[src/adsc_pkg.sv]
// package of register map, fields and timing for the converter control
package adsc_pkg;
  localparam logic [7:0] OFF_PORT_A = 8'h05;
  localparam logic [7:0] OFF_INT_CTRL = 8'h0B;
  localparam logic [7:0] OFF_PERIPH_FLAGS = 8'h0C;
  localparam logic [7:0] OFF_RESULT_HIGH = 8'h1E;
  localparam logic [7:0] OFF_CTRL_0 = 8'h1F;
  localparam logic [7:0] OFF_PORT_A_DIR = 8'h85;
  localparam logic [7:0] OFF_PERIPH_EN = 8'h8C;
  localparam logic [7:0] OFF_RESULT_LOW = 8'h9E;
  localparam logic [7:0] OFF_CTRL_1 = 8'h9F;
  localparam logic [7:0] RST_CTRL_0 = 8'h00;
  localparam logic [7:0] RST_CTRL_1 = 8'h00;
  localparam logic [7:0] RST_INT_CTRL = 8'h00;
  localparam logic [7:0] RST_PERIPH = 8'h00;
  localparam logic [7:0] RST_PORT_A_DIR = 8'hFF;
  // control 0 fields
  localparam int CTRL0_ENABLE = 0;
  localparam int CTRL0_GO = 2;
  localparam int CTRL0_CHAN_LSB = 3;
  localparam int CTRL0_CLK_LSB = 6;
  // control 1 fields
  localparam int CTRL1_FORMAT = 7;
  localparam int CTRL1_DIV2 = 6;
  localparam logic [7:0] CTRL1_WMASK = 8'hCF;
  localparam logic [7:0] CTRL0_WMASK = 8'hFD;
  // flags / enables bit
  localparam int PERIPH_ADC_BIT = 6;
  localparam logic [7:0] PERIPH_WMASK = 8'h4F;
  localparam int INT_GLOBAL_BIT = 7;
  localparam int INT_PERIPH_BIT = 6;
  localparam logic [1:0] CLK_FIELD_RC = 2'h3;
  localparam logic [3:0] COMPARE_TRIGGER_MODE = 4'hB;
  // timing in conversion clock periods
  localparam int CONV_PERIODS = 9;
  localparam int ABORT_WAIT_PERIODS = 2;
  localparam int RESULT_BITS = 10;
  localparam int ANALOG_CHANNELS = 5;
  // instruction cycle is four oscillator periods
  localparam int OSC_PER_INSTR = 4;
  typedef enum logic [2:0] {
    ADSC_IDLE, ADSC_FIRST, ADSC_CONVERT, ADSC_WAIT
  } adsc_state_t;
endpackage : adsc_pkg

[src/adsc_clock_div.sv]
// conversion clock enable generator: oscillator divider or rc clock
`timescale 1ns/1ps
`default_nettype none
module adsc_clock_div (
  input wire logic clock_in,
  input wire logic reset_in,
  input wire logic run_in,
  input wire logic div2_in,
  input wire logic [1:0] field_in,
  input wire logic rc_tick_in,
  output logic tick_out
);
  logic [5:0] count_reg;
  logic [5:0] limit;

  // period of 2,8,32 tosc, doubled by the divide-by-two bit
  always_comb
  begin
    unique case (field_in)
      2'h0: limit = 6'h01;
      2'h1: limit = 6'h07;
      default: limit = 6'h1F;
    endcase
    if (div2_in)
    begin
      limit = {limit[4:0], 1'b1};
    end
  end

  always_ff @(posedge clock_in)
  begin
    if (reset_in || !run_in)
    begin
      count_reg <= 6'h00;
      tick_out <= 1'b0;
    end
    else if (field_in == adsc_pkg::CLK_FIELD_RC)
    begin
      count_reg <= 6'h00;
      tick_out <= rc_tick_in;
    end
    else if (count_reg >= limit)
    begin
      count_reg <= 6'h00;
      tick_out <= 1'b1;
    end
    else
    begin
      count_reg <= count_reg + 6'h01;
      tick_out <= 1'b0;
    end
  end
endmodule // adsc_clock_div
`default_nettype wire

[src/adsc_control.sv]
// converter sequencing control with its register file
`timescale 1ns/1ps
`default_nettype none
// Behaviour
// - analog-configured port pins read as zero
// - divide bit and clock field pick period
// - converts regardless of channel and direction
// - clearing status aborts, result kept
// - two periods wait after abort
// - first segment between instruction and period
// - result loaded justified, zeros elsewhere
// - result registers writable while disabled
// - sleep conversion only with rc clock
// - sleep completion clears, loads, wakes if the converter interrupt enable is set
// - sleep aborts non-rc conversion, powers down
// - reset clears registers, aborts, pins analog
// - power-on reset leaves result untouched
// - trigger in mode 1011 starts, clears timer
// - disabled converter ignores trigger, clears timer
// - completion loads result, clears status, flags
// - nine conversion clock periods per conversion
// - format one right, zero left justified
// - channel codes zero to four select inputs
module adsc_control #(
  parameter int RESULT_BITS = adsc_pkg::RESULT_BITS,
  parameter int CHANNELS = adsc_pkg::ANALOG_CHANNELS
) (
  input wire logic clock_in,
  input wire logic reset_in,
  input wire logic power_on_reset_in,
  input wire logic [7:0] addr_in,
  input wire logic [7:0] wdata_in,
  input wire logic write_in,
  input wire logic read_in,
  output logic [7:0] rdata_out,
  input wire logic [7:0] pins_in,
  input wire logic sleep_in,
  input wire logic rc_tick_in,
  input wire logic [3:0] compare_mode_in,
  input wire logic special_trigger_in,
  input wire logic [RESULT_BITS-1:0] sample_in,
  output logic [2:0] channel_out,
  output logic sample_hold_out,
  output logic powered_out,
  output logic [7:0] port_a_direction_out,
  output logic timer_clear_out,
  output logic wake_out,
  output logic interrupt_request_out
);
  adsc_pkg::adsc_state_t state_reg;
  logic [7:0] ctrl0_reg;
  logic [7:0] ctrl1_reg;
  logic [7:0] result_high_reg;
  logic [7:0] result_low_reg;
  logic [7:0] int_ctrl_reg;
  logic [7:0] flags_reg;
  logic [7:0] enables_reg;
  logic [7:0] pins_meta_reg;
  logic [7:0] pins_sync_reg;
  logic [3:0] period_count_reg;
  logic [2:0] instr_count_reg;
  logic [RESULT_BITS-1:0] sar_reg;
  logic sleep_meta_reg;
  logic sleep_sync_reg;
  logic trig_meta_reg;
  logic trig_sync_reg;
  logic trig_prev_reg;
  logic rc_meta_reg;
  logic rc_sync_reg;
  logic rc_prev_reg;
  logic down_reg;
  logic tick;
  logic rc_edge;
  logic trig_edge;
  logic is_rc;
  logic enabled;
  logic go_bit;
  logic write_ctrl0;
  logic start;
  logic abort;
  logic done;
  logic [7:0] analog_mask;
  logic [15:0] justified;

  // pins whose analog configuration code marks them analog
  function automatic logic [7:0] analog_pins(input logic [3:0] cfg);
    unique case (cfg)
      4'h4: analog_pins = 8'h0B;
      4'h5: analog_pins = 8'h03;
      4'h6, 4'h7: analog_pins = 8'h00;
      4'h8, 4'hB, 4'hC: analog_pins = 8'h1F;
      4'hD: analog_pins = 8'h0F;
      4'hE: analog_pins = 8'h01;
      4'hF: analog_pins = 8'h0D;
      default: analog_pins = 8'h1F;
    endcase
  endfunction

  assign is_rc = ctrl0_reg[7:6] == adsc_pkg::CLK_FIELD_RC;
  assign enabled = ctrl0_reg[adsc_pkg::CTRL0_ENABLE];
  assign go_bit = ctrl0_reg[adsc_pkg::CTRL0_GO];
  assign write_ctrl0 = write_in && addr_in == adsc_pkg::OFF_CTRL_0;
  assign analog_mask = analog_pins(ctrl1_reg[3:0]);
  assign rc_edge = rc_sync_reg && !rc_prev_reg;
  assign trig_edge = trig_sync_reg && !trig_prev_reg;
  // software start needs the enable already set
  assign start = state_reg == adsc_pkg::ADSC_IDLE && enabled && !down_reg
    && ((write_ctrl0 && wdata_in[adsc_pkg::CTRL0_GO] && !go_bit)
    || (trig_edge && compare_mode_in == adsc_pkg::COMPARE_TRIGGER_MODE));
  assign abort = (state_reg == adsc_pkg::ADSC_FIRST
    || state_reg == adsc_pkg::ADSC_CONVERT)
    && ((write_ctrl0 && !wdata_in[adsc_pkg::CTRL0_GO])
    || !enabled || (sleep_sync_reg && !is_rc));
  assign done = state_reg == adsc_pkg::ADSC_CONVERT && tick && !abort
    && period_count_reg == 4'(adsc_pkg::CONV_PERIODS - 1);
  assign justified = ctrl1_reg[adsc_pkg::CTRL1_FORMAT]
    ? {6'h00, sar_reg}
    : {sar_reg, 6'h00};

  adsc_clock_div u_div (
    .clock_in(clock_in),
    .reset_in(reset_in),
    .run_in(state_reg != adsc_pkg::ADSC_IDLE),
    .div2_in(ctrl1_reg[adsc_pkg::CTRL1_DIV2]),
    .field_in(ctrl0_reg[7:6]),
    .rc_tick_in(rc_edge),
    .tick_out(tick)
  );

  // two-stage synchronisers for outside inputs
  always_ff @(posedge clock_in)
  begin
    pins_meta_reg <= pins_in;
    pins_sync_reg <= pins_meta_reg;
    sleep_meta_reg <= sleep_in;
    sleep_sync_reg <= sleep_meta_reg;
    trig_meta_reg <= special_trigger_in;
    trig_sync_reg <= trig_meta_reg;
    rc_meta_reg <= rc_tick_in;
    rc_sync_reg <= rc_meta_reg;
    if (reset_in)
    begin
      trig_prev_reg <= 1'b0;
      rc_prev_reg <= 1'b0;
    end
    else
    begin
      trig_prev_reg <= trig_sync_reg;
      rc_prev_reg <= rc_sync_reg;
    end
  end

  // conversion sequencer
  always_ff @(posedge clock_in)
  begin
    if (reset_in)
    begin
      state_reg <= adsc_pkg::ADSC_IDLE;
      period_count_reg <= 4'h0;
      instr_count_reg <= 3'h0;
      sar_reg <= '0;
    end
    else
    begin
      unique case (state_reg)
        adsc_pkg::ADSC_IDLE:
        begin
          period_count_reg <= 4'h0;
          instr_count_reg <= 3'h0;
          if (start)
          begin
            state_reg <= adsc_pkg::ADSC_FIRST;
          end
        end
        adsc_pkg::ADSC_FIRST:
        begin
          // hold at least one instruction cycle, end on a period tick
          if (instr_count_reg != 3'(adsc_pkg::OSC_PER_INSTR - 1))
          begin
            instr_count_reg <= instr_count_reg + 3'h1;
          end
          if (abort)
          begin
            state_reg <= adsc_pkg::ADSC_WAIT;
          end
          else if (tick
            && instr_count_reg == 3'(adsc_pkg::OSC_PER_INSTR - 1))
          begin
            state_reg <= adsc_pkg::ADSC_CONVERT;
            period_count_reg <= 4'h1;
            sar_reg <= sample_in;
          end
        end
        adsc_pkg::ADSC_CONVERT:
        begin
          if (abort)
          begin
            state_reg <= adsc_pkg::ADSC_WAIT;
            period_count_reg <= 4'h0;
          end
          else if (done)
          begin
            state_reg <= adsc_pkg::ADSC_WAIT;
            period_count_reg <= 4'h0;
          end
          else if (tick)
          begin
            period_count_reg <= period_count_reg + 4'h1;
          end
        end
        adsc_pkg::ADSC_WAIT:
        begin
          if (tick)
          begin
            period_count_reg <= period_count_reg + 4'h1;
            if (period_count_reg == 4'(adsc_pkg::ABORT_WAIT_PERIODS - 1))
            begin
              state_reg <= adsc_pkg::ADSC_IDLE;
            end
          end
        end
      endcase
    end
  end

  // control register 0: status bit set by start, cleared by completion
  always_ff @(posedge clock_in)
  begin
    if (reset_in)
    begin
      ctrl0_reg <= adsc_pkg::RST_CTRL_0;
    end
    else
    begin
      if (write_ctrl0)
      begin
        ctrl0_reg <= wdata_in & adsc_pkg::CTRL0_WMASK;
        ctrl0_reg[adsc_pkg::CTRL0_GO] <= wdata_in[adsc_pkg::CTRL0_GO]
          && go_bit;
      end
      if (start)
      begin
        ctrl0_reg[adsc_pkg::CTRL0_GO] <= 1'b1;
      end
      else if (done || abort)
      begin
        ctrl0_reg[adsc_pkg::CTRL0_GO] <= 1'b0;
      end
    end
  end

  // power-down while enabled: sleep with no wake, or non-rc sleep
  always_ff @(posedge clock_in)
  begin
    if (reset_in || !enabled || !sleep_sync_reg)
    begin
      down_reg <= 1'b0;
    end
    else if ((done && !enables_reg[adsc_pkg::PERIPH_ADC_BIT])
      || !is_rc)
    begin
      down_reg <= 1'b1;
    end
  end

  // remaining software registers
  always_ff @(posedge clock_in)
  begin
    if (reset_in)
    begin
      ctrl1_reg <= adsc_pkg::RST_CTRL_1;
      int_ctrl_reg <= adsc_pkg::RST_INT_CTRL;
      enables_reg <= adsc_pkg::RST_PERIPH;
      port_a_direction_out <= adsc_pkg::RST_PORT_A_DIR;
    end
    else if (write_in)
    begin
      unique case (addr_in)
        adsc_pkg::OFF_CTRL_1: ctrl1_reg <= wdata_in & adsc_pkg::CTRL1_WMASK;
        adsc_pkg::OFF_INT_CTRL: int_ctrl_reg <= wdata_in;
        adsc_pkg::OFF_PERIPH_EN:
          enables_reg <= wdata_in & adsc_pkg::PERIPH_WMASK;
        adsc_pkg::OFF_PORT_A_DIR: port_a_direction_out <= wdata_in;
        default: ;
      endcase
    end
  end

  // interrupt flag: hardware set wins over software clear
  always_ff @(posedge clock_in)
  begin
    if (reset_in)
    begin
      flags_reg <= adsc_pkg::RST_PERIPH;
    end
    else
    begin
      if (write_in && addr_in == adsc_pkg::OFF_PERIPH_FLAGS)
      begin
        flags_reg <= wdata_in & adsc_pkg::PERIPH_WMASK;
      end
      if (done)
      begin
        flags_reg[adsc_pkg::PERIPH_ADC_BIT] <= 1'b1;
      end
    end
  end

  // result pair: untouched by any reset, loaded at completion or by a write while disabled
  always_ff @(posedge clock_in)
  begin
    if (done)
    begin
      result_high_reg <= justified[15:8];
      result_low_reg <= justified[7:0];
    end
    else if (write_in && !enabled)
    begin
      if (addr_in == adsc_pkg::OFF_RESULT_HIGH)
      begin
        result_high_reg <= wdata_in;
      end
      if (addr_in == adsc_pkg::OFF_RESULT_LOW)
      begin
        result_low_reg <= wdata_in;
      end
    end
  end

  // read port, data one cycle after the strobe
  always_ff @(posedge clock_in)
  begin
    if (reset_in || !read_in)
    begin
      rdata_out <= 8'h00;
    end
    else
    begin
      unique case (addr_in)
        adsc_pkg::OFF_PORT_A: rdata_out <= pins_sync_reg & ~analog_mask;
        adsc_pkg::OFF_INT_CTRL: rdata_out <= int_ctrl_reg;
        adsc_pkg::OFF_PERIPH_FLAGS: rdata_out <= flags_reg;
        adsc_pkg::OFF_RESULT_HIGH: rdata_out <= result_high_reg;
        adsc_pkg::OFF_CTRL_0: rdata_out <= ctrl0_reg;
        adsc_pkg::OFF_PORT_A_DIR: rdata_out <= port_a_direction_out;
        adsc_pkg::OFF_PERIPH_EN: rdata_out <= enables_reg;
        adsc_pkg::OFF_RESULT_LOW: rdata_out <= result_low_reg;
        adsc_pkg::OFF_CTRL_1: rdata_out <= ctrl1_reg;
        default: rdata_out <= 8'h00;
      endcase
    end
  end

  // outputs to analog front end, timer and core
  always_ff @(posedge clock_in)
  begin
    if (reset_in)
    begin
      channel_out <= 3'h0;
      sample_hold_out <= 1'b0;
      powered_out <= 1'b0;
      timer_clear_out <= 1'b0;
      wake_out <= 1'b0;
      interrupt_request_out <= 1'b0;
    end
    else
    begin
      channel_out <= ctrl0_reg[5:3];
      sample_hold_out <= state_reg != adsc_pkg::ADSC_IDLE;
      powered_out <= enabled && !down_reg;
      timer_clear_out <= trig_edge
        && compare_mode_in == adsc_pkg::COMPARE_TRIGGER_MODE;
      wake_out <= done && sleep_sync_reg
        && enables_reg[adsc_pkg::PERIPH_ADC_BIT];
      interrupt_request_out <= flags_reg[adsc_pkg::PERIPH_ADC_BIT]
        && enables_reg[adsc_pkg::PERIPH_ADC_BIT]
        && int_ctrl_reg[adsc_pkg::INT_PERIPH_BIT]
        && int_ctrl_reg[adsc_pkg::INT_GLOBAL_BIT];
    end
  end
endmodule // adsc_control
`default_nettype wire

[config.mk]
export PLATFORM = sky130hd
export DESIGN_NAME = adsc_control
export DESIGN_NICKNAME = d
export VERILOG_FILES = /design/src/adsc_pkg.sv /design/src/adsc_clock_div.sv /design/src/adsc_control.sv
export SDC_FILE = /design/constraint.sdc
export NUM_CORES = 1
export LEC_CHECK = 0
export BUFFER_PORTS_ARGS = -buffer_cell sky130_fd_sc_hd__buf_2
export CAP_MARGIN = 40
export CORE_ASPECT_RATIO = 1.1
export CORE_MARGIN = 3
export CORE_UTILIZATION = 35
export CTS_BUF_LIST = sky130_fd_sc_hd__clkbuf_4
export CTS_CLUSTER_SIZE = 40
export DETAILED_ROUTE_END_ITERATION = 6
export RECOVER_POWER = 50
export SYNTH_ARGS = -nofsm -noshare
export SYNTH_HDL_FRONTEND = slang
export SYNTH_SLANG_ARGS = --single-unit
[constraint.sdc]
create_clock -name clock_in -period 3.7 [get_ports clock_in]
set_clock_uncertainty 0.05 [all_clocks]
set_input_delay 0.74 -clock clock_in [delete_from_list [all_inputs] [get_ports clock_in]]
set_output_delay 0.74 -clock clock_in [all_outputs]
set_load 0.01 [all_outputs]
==> summary.txt, run 1 <==
Final layout
  • Ratio of cells with drive above 1 in the final layout: 0.167
  • Final Net Count: 670
  • Area taken by multi-input logic gates: 2450 um2
  • Max reg flops: 10
  • Post-route standard cell area excluding fillers: 6160 um2
  • Filler Cells Inserted: 1,501
  • Layout overhead on the synthesized area: 14.8%
  • Footprint of the flip-flops and latches: 2700 um2

Pwr
  • Power density cells: 412 nW/um2
  • Reported leakage power: 2.29 nW
  • Maximum ir drop on the vdd rail: 174 uV

Routing
  • Antenna Nets Post-Route: 0
  • DRT iter0 DRCs: 409
  • Drt total wl: 13,800 um
  • DRC violations left: 0
  • Routed via count: 4,357
  • Length of the first detailed-routing pass in iterations: 5
  • DR WL/cell: 17.0 um
  • Detail-routed via count per cell: 5.35

Die
  • Site row count: 46
  • Placeable core area: 14,700 um2
  • Die W: 124 um
  • Height of the die: 136 um
  • Num ports: 70
  • Starting density of the core: 0.364
  • Die area: 16,900 um2

Synthesis
  • Most frequently used flop master after synthesis: sky130_fd_sc_hd__dfxtp_1
  • Top-area cell type share of the netlist area: 0.414
  • Synthesis Warnings: 0
  • Cell types with the highest counts after synthesis: 111 x sky130_fd_sc_hd__dfxtp_1, 53 x sky130_fd_sc_hd__nor2_1, 52 x sky130_fd_sc_hd__nand2_1
  • Most frequent cell after synthesis: sky130_fd_sc_hd__dfxtp_1
  • Number of synthesized flops with an enable pin: 16
  • Synthesized area per cell: 9.96 um2
  • Nets in the synthesized netlist: 600
  • Async set-reset flop share out of synthesis: 0
  • Distinct cell type count after synthesis: 66
  • Main area contributors after synthesis: sky130_fd_sc_hd__dfxtp_1 41%, sky130_fd_sc_hd__edfxtp_1 9.0%, sky130_fd_sc_hd__mux2i_1 7.6%
  • Total standard cell area after synthesis: 5370 um2
  • Synthesized netlist cell count: 539
  • #FFs+latches synth: 127
  • Sequential cell area fraction in the yosys report: 0.504
  • Leading area contributor after synthesis: sky130_fd_sc_hd__dfxtp_1

STA
  • Final Max Tran Viols: 0
  • Remaining max-slew budget at the tightest pin: 0.363
  • Number of failing hold endpoints at the final stage: 0
  • Slew at the pin closest to its max-slew limit: 948 ps
  • Final setup violation count: 0
  • Final critical delay including setup and external delays: 2710 ps
  • Final sum of negative setup slack: 0 ps
  • RSZ-0062 raised after global routing: no
  • Final Cycle Share: 0.733
  • Top achievable clock speed: 369 MHz

Setup path
  • Reg-to-reg setup timing slack: 1180 ps
  • Kind of start point of the critical path: input pin
  • Arrival time of data at the critical path endpoint: 3050 ps
  • Worst path required time: 4040 ps
  • Reg-to-Reg End: result_low_reg[3]
  • Type of destination of the critical path: register
  • Worst setup path class: in -> reg
  • Logic depth of the worst register-to-register path: 7
  • Start of the worst register-to-register path: period_count_reg[0]
  • Maximum net fanout on the critical path: 9

Hold path
  • Hold crit path type: in -> reg
  • Cell count of the worst hold path: 1
  • Min-delay src: pins_in[5]
  • Hold Path Sink: pins_meta_reg[5]

GRT
  • Via count of the first global-routing pass: 4,299
  • Total global-route track usage: 0.170
  • Remaining global-route overflow: 0
  • Wire length of the first global-routing pass: 21,900 um
  • Antenna violations before repair: 1
  • Largest net degree at the start of global routing: 61

Clock network
  • Clock-pin slew on the worst setup and hold paths: 120 ps
  • Post-CTS repair timing setup buffer count: 0
  • Worst skew pair latency: 550 ps
  • Clock buffers created by TritonCTS: 17
  • CTS Root Buffer Type: sky130_fd_sc_hd__clkbuf_4
  • Buffer depth of the longest clock path: 2
  • Resize count post-CTS: 0
  • Maximum level of the CTS H-tree: 4
  • Number of buffers inserted for hold repair after clock tree synthesis: 0
  • Sinks on Clock Net: 127
  • Clock tree from TritonCTS: built

Flow run
  • Maximum Capacitance Violations: 0

Status
  • Outcome: complete, no violations

Placed design
  • Detailed placement HPWL: 9980 um
  • Last weighted congestion value of the routability-driven placer: 0.849
  • Quantity of I/O buffers inserted on ports: 68
  • Standard cell area after detailed placement: 5920 um2
-- cells by family after synthesis --
group | Yosys count | share of synthesized area
buffers and inverters | 49 | 0.0382
AOI/OAI and AO/OA | 111 | 0.150
and+or+nand+nor | 186 | 0.178
xor gates and xnor gates | 5 | 0.00816
DFF | 127 | 0.504
adders and majority gates | 15 | 0.0350
muxes | 46 | 0.0870
-- layout make-up --
class / count / area share
antenna: 1 / 0.000406
clock buffer: 19 / 0.0232
timing repair buffer: 81 / 0.0634
inverter: 19 / 0.0116
tap: 192 / 0.0390
multi-input combinational: 363 / 0.397
clock inverter: 13 / 0.0266
sequential: 127 / 0.439
-- cells in the final DEF, fill, tap and decap left out, types with 4 or more instances in the layout --
cell / n
sky130_fd_sc_hd__dfxtp_1: 111
sky130_fd_sc_hd__clkinvlp_4: 4
sky130_fd_sc_hd__nor2_1: 53
sky130_fd_sc_hd__mux2_2: 5
sky130_fd_sc_hd__a22oi_1: 5
sky130_fd_sc_hd__inv_1: 19
sky130_fd_sc_hd__buf_2: 42
sky130_fd_sc_hd__clkbuf_4: 19
sky130_fd_sc_hd__a22o_1: 14
sky130_fd_sc_hd__clkbuf_1: 30
sky130_fd_sc_hd__o21ai_0: 17
sky130_fd_sc_hd__or2_2: 8
sky130_fd_sc_hd__a222oi_1: 6
sky130_fd_sc_hd__edfxtp_1: 16
sky130_fd_sc_hd__nand2b_1: 7
sky130_fd_sc_hd__nor3_1: 6
sky130_fd_sc_hd__mux2i_1: 41
sky130_fd_sc_hd__a21o_1: 5
sky130_fd_sc_hd__buf_4: 9
sky130_fd_sc_hd__a31oi_1: 7
sky130_fd_sc_hd__nand3_1: 16
sky130_fd_sc_hd__nand4_1: 4
sky130_fd_sc_hd__nor2b_1: 8
sky130_fd_sc_hd__ha_1: 15
sky130_fd_sc_hd__a21oi_1: 28
sky130_fd_sc_hd__nand2_1: 52
sky130_fd_sc_hd__a221oi_1: 5
-- power breakdown --
group | leakage [nW] | total (mW) | switching, mW | internal [mW]
clock network | 0.153 | 1.02 | 0.532 | 0.485
registers | 1.05 | 1.41 | 0.00470 | 1.41
logic | 1.09 | 0.105 | 0.0665 | 0.0388
total | 2.29 | 2.54 | 0.604 | 1.93
-- worst max-delay path by stage --
stage / start / endpoint / slack (ps) / cells after the start
2_1_floorplan: addr_in[6] / result_high_reg[0] / 640 / 7
3_3_place_gp: addr_in[0] / result_low_reg[3] / 710 / 6
3_5_place_dp: addr_in[0] / result_low_reg[3] / 710 / 6
4_1_cts: period_count_reg[0] / result_low_reg[3] / 1210 / 7
5_1_grt: addr_in[6] / analog_mask[3] / 850 / 8
6_report: addr_in[6] / analog_mask[0] / 990 / 8
-- stage by stage --
step | total power, mW | util | hold slack [ps] | setup slack (ps) | std cells
finish | 2.54 | 0.418 | 235 | 989 | 815
global route | 2.64 | 0.418 | 183 | 853 | 815
CTS | 2.57 | 0.422 | 193 | 1210 | 814
detailed placement | 1.55 | 0.402 | 262 | 705 | 782
global placement | 1.55 | 0.402 | 263 | 713 | 782
floorplan | 1.50 | - | 260 | 644 | 539
-- critical path: stages --
cell and delay [ps]:
sky130_fd_sc_hd__clkbuf_1 90, sky130_fd_sc_hd__or3b_1 420, sky130_fd_sc_hd__clkbuf_1 230, sky130_fd_sc_hd__nor3_1 820, sky130_fd_sc_hd__clkbuf_1 350, sky130_fd_sc_hd__nand3_1 110
sky130_fd_sc_hd__o21ai_0 130, sky130_fd_sc_hd__nand3_1 170
-- metal layers --
layer,GRT usage,up-vias,share of wire
li1,-,2094,-
met1,0.222,2073,0.45
met2,0.263,160,0.46
met3,0.0495,30,0.069
met4,0.0712,0,0.026
met5,0,-,0
Power figures use the tool's default switching activity.
==> run 2: changes to the inputs <==
==> constraint.sdc (replaced) <==
create_clock -name clock_in -period 2.5 [get_ports clock_in]
set_clock_uncertainty 0.05 [all_clocks]
set_input_delay 0.5 -clock clock_in [delete_from_list [all_inputs] [get_ports clock_in]]
set_output_delay 0.5 -clock clock_in [all_outputs]
set_load 0.01 [all_outputs]
==> summary.txt, run 2 (synthesis gave the netlist of run 1 again) <==
Setup path
  • Start of the worst register-to-register path: state_reg[1]
  • Worst path required time: 2880 ps (-1160 ps)
  • Worst setup path class: reg -> reg
  • Type of destination of the critical path: register
  • Reg-to-reg setup timing slack: 120 ps (-1060 ps)
  • Kind of start point of the critical path: register
  • Arrival time of data at the critical path endpoint: 2760 ps (-290 ps)
  • Setup crit end: period_count_reg[2]
  • Critical Path Source: state_reg[1]
  • Maximum net fanout on the critical path: 7 (-2)
  • Reg-to-Reg End: period_count_reg[2]
  • Logic depth of the worst register-to-register path: 7 (unchanged)

GRT
  • Via count of the first global-routing pass: 4,170 (-3.0%)
  • Total global-route track usage: 0.170 (+0.000262)
  • Antenna violations before repair: 1 (unchanged)
  • Met2 demand-to-capacity share in global routing: 0.271 (+0.00751)
  • Wire length of the first global-routing pass: 21,800 um (-0.47%)
  • Largest net degree at the start of global routing: 28 (-54%)
  • Remaining global-route overflow: 0 (unchanged)
  • Most utilized layer in the global route result: met2
  • Met3 track demand over resource: 0.0375 (-0.0121)
  • Met1 track demand over resource in global routing: 0.222 (+0.000348)

STA
  • Final sum of negative setup slack: 0 ps (unchanged)
  • Final setup violation count: 0 (unchanged)
  • Final Cycle Share: 0.952
  • Final Max Tran Viols: 0 (unchanged)
  • Slew at the pin closest to its max-slew limit: 1290 ps (+346 ps)
  • Number of failing hold endpoints at the final stage: 0 (unchanged)
  • Remaining max-slew budget at the tightest pin: 0.137 (-0.226)
  • Final critical delay including setup and external delays: 2380 ps
  • RSZ-0062 raised after global routing: no
  • Top achievable clock speed: 420 MHz

Placed design
  • Quantity of I/O buffers inserted on ports: 68 (unchanged)
  • Standard cell area after detailed placement: 6090 um2 (+3.0%)
  • Last weighted congestion value of the routability-driven placer: 0.872 (+2.7%)
  • Detailed placement HPWL: 10,300 um (+2.9%)

Routing
  • Antenna Nets Post-Route: 0 (unchanged)
  • DRC violations left: 0 (unchanged)
  • Routed via count: 4,383 (+0.60%)
  • Drt total wl: 13,900 um (+0.40%)
  • Detail-routed via count per cell: 5.19 (-3.0%)
  • Length of the first detailed-routing pass in iterations: 7 (+2)
  • DR WL/cell: 16.4 um (-3.2%)
  • DRT iter0 DRCs: 357 (-13%)

Final layout
  • Most used cells in the layout excluding fill and tap cells: 111 x sky130_fd_sc_hd__dfxtp_1, 53 x sky130_fd_sc_hd__nor2_1, 52 x sky130_fd_sc_hd__nand2_1
  • Layout overhead on the synthesized area: 18.6%
  • Post-route standard cell area excluding fillers: 6360 um2 (+3.3%)
  • Footprint of the flip-flops and latches: 2700 um2 (unchanged)
  • Max reg flops: 10 (unchanged)
  • Ratio of cells with drive above 1 in the final layout: 0.189 (+0.0214)
  • Final Net Count: 702 (+4.8%)
  • Filler Cells Inserted: 1,464 (-2.5%)
  • Final core utilization: 0.432 (+0.0138)
  • Most common cell after layout, fill and taps aside: sky130_fd_sc_hd__dfxtp_1
  • Area taken by multi-input logic gates: 2460 um2 (+0.41%)

Die
  • Placeable core area: 14,700 um2 (unchanged)
  • Die area: 16,900 um2 (unchanged)
  • Height of the die: 136 um (unchanged)
  • Num ports: 70 (unchanged)
  • Site row count: 46 (unchanged)
  • Die W: 124 um (unchanged)
  • Starting density of the core: 0.364 (unchanged)

Pwr
  • Switching power as a share of total power: 0.235 (-0.00338)
  • Net switching power of the design: 0.815 mW (+35%)
  • Maximum ir drop on the vdd rail: 216 uV (+24%)
  • Cell internal power dissipation: 2.66 mW (+38%)
  • Reported leakage power: 2.42 nW (+5.9%)
  • Sequential Power Share: 0.602 (+0.045)
  • Relative contribution of combinational cells to total power: 0.052 (+0.010)
  • Clk network pwr share: 0.346 (-0.055)
  • Power density cells: 546 nW/um2 (+33%)
  • Overall power of the completed layout: 3.47 mW (+37%)

Clock network
  • Sinks on Clock Net: 127 (unchanged)
  • Buffer depth of the longest clock path: 2 (unchanged)
  • CTS Root Buffer Type: sky130_fd_sc_hd__clkbuf_4
  • Clock-pin slew on the worst setup and hold paths: 100 ps (-20 ps)
  • Maximum level of the CTS H-tree: 4 (unchanged)
  • Clock buffers created by TritonCTS: 17 (unchanged)
  • Worst skew pair latency: 540 ps (about the same)
  • Clock tree from TritonCTS: built
  • Post-CTS repair timing setup buffer count: 0 (unchanged)

Status
  • Outcome: complete, no violations

Flow run
  • Maximum Capacitance Violations: 0 (unchanged)

Hold path
  • Hold crit path type: in -> reg
## run 2: how the worst min path moves through the flow
stage          depth (start not counted)              from  slack, ps          endpoint
2_1_floorplan                          0  pins_meta_reg[0]        260  pins_sync_reg[0]
3_3_place_gp                           0  pins_meta_reg[5]        260  pins_sync_reg[5]
3_5_place_dp                           0  pins_meta_reg[7]        260  pins_sync_reg[7]
4_1_cts                                3      sample_in[4]         90        sar_reg[4]
5_1_grt                                3      sample_in[7]        120        sar_reg[7]
6_report                               3      sample_in[4]        140        sar_reg[4]
## run 2: final cells by class
cell class,count,area share
timing repair buffer,113,0.104
tap,192,0.0378
multi-input combinational,363,0.386
inverter,19,0.0112
sequential,127,0.425
antenna,1,0.000393
clock inverter,10,0.0118
clock buffer,20,0.0236
## run 2: per-stage QoR
stage	setup WS, ps	hold slack (ps)	cells
after CTS	115	89.8	844
final	121	140	845
after detailed placement	-103	262	803
after global routing	36.7	115	845
after floorplan	7.53	260	539
after global placement	-65.0	263	803
## run 2: critical path: stages (launching register included)
cell	delay (ps)
sky130_fd_sc_hd__dfxtp_1	430
sky130_fd_sc_hd__inv_1	130
sky130_fd_sc_hd__ha_1	340
sky130_fd_sc_hd__nand2b_1	70
sky130_fd_sc_hd__or4_4	500
sky130_fd_sc_hd__a41oi_4	330
sky130_fd_sc_hd__o32ai_1	150
sky130_fd_sc_hd__a22o_1	280
## run 2: power groups by stage
stage	registers, mW	clock network, mW	logic, mW
3_3_place_gp	2.14	0	0.170
4_1_cts	2.09	1.25	0.185
6_report	2.09	1.20	0.181
5_1_grt	2.09	1.34	0.196
3_5_place_dp	2.14	0	0.171
2_1_floorplan	2.13	0	0.0812
## run 2: metal layers
layer / vias up / share of wire
met1: 2057 / 0.45
met5: - / 0
met4: 0 / 0.021
li1: 2155 / -
met3: 21 / 0.060
met2: 150 / 0.47
## run 2: what timing repair did
| action | 4_1_cts | 5_1_grt |
|---|---|---|
| hold buffers | 11 | 0 |
| endpoints found under the setup margin | 0 | 2 |
| resized for setup | 0 | 1 |
| hold endpoints to repair | 11 | 0 |
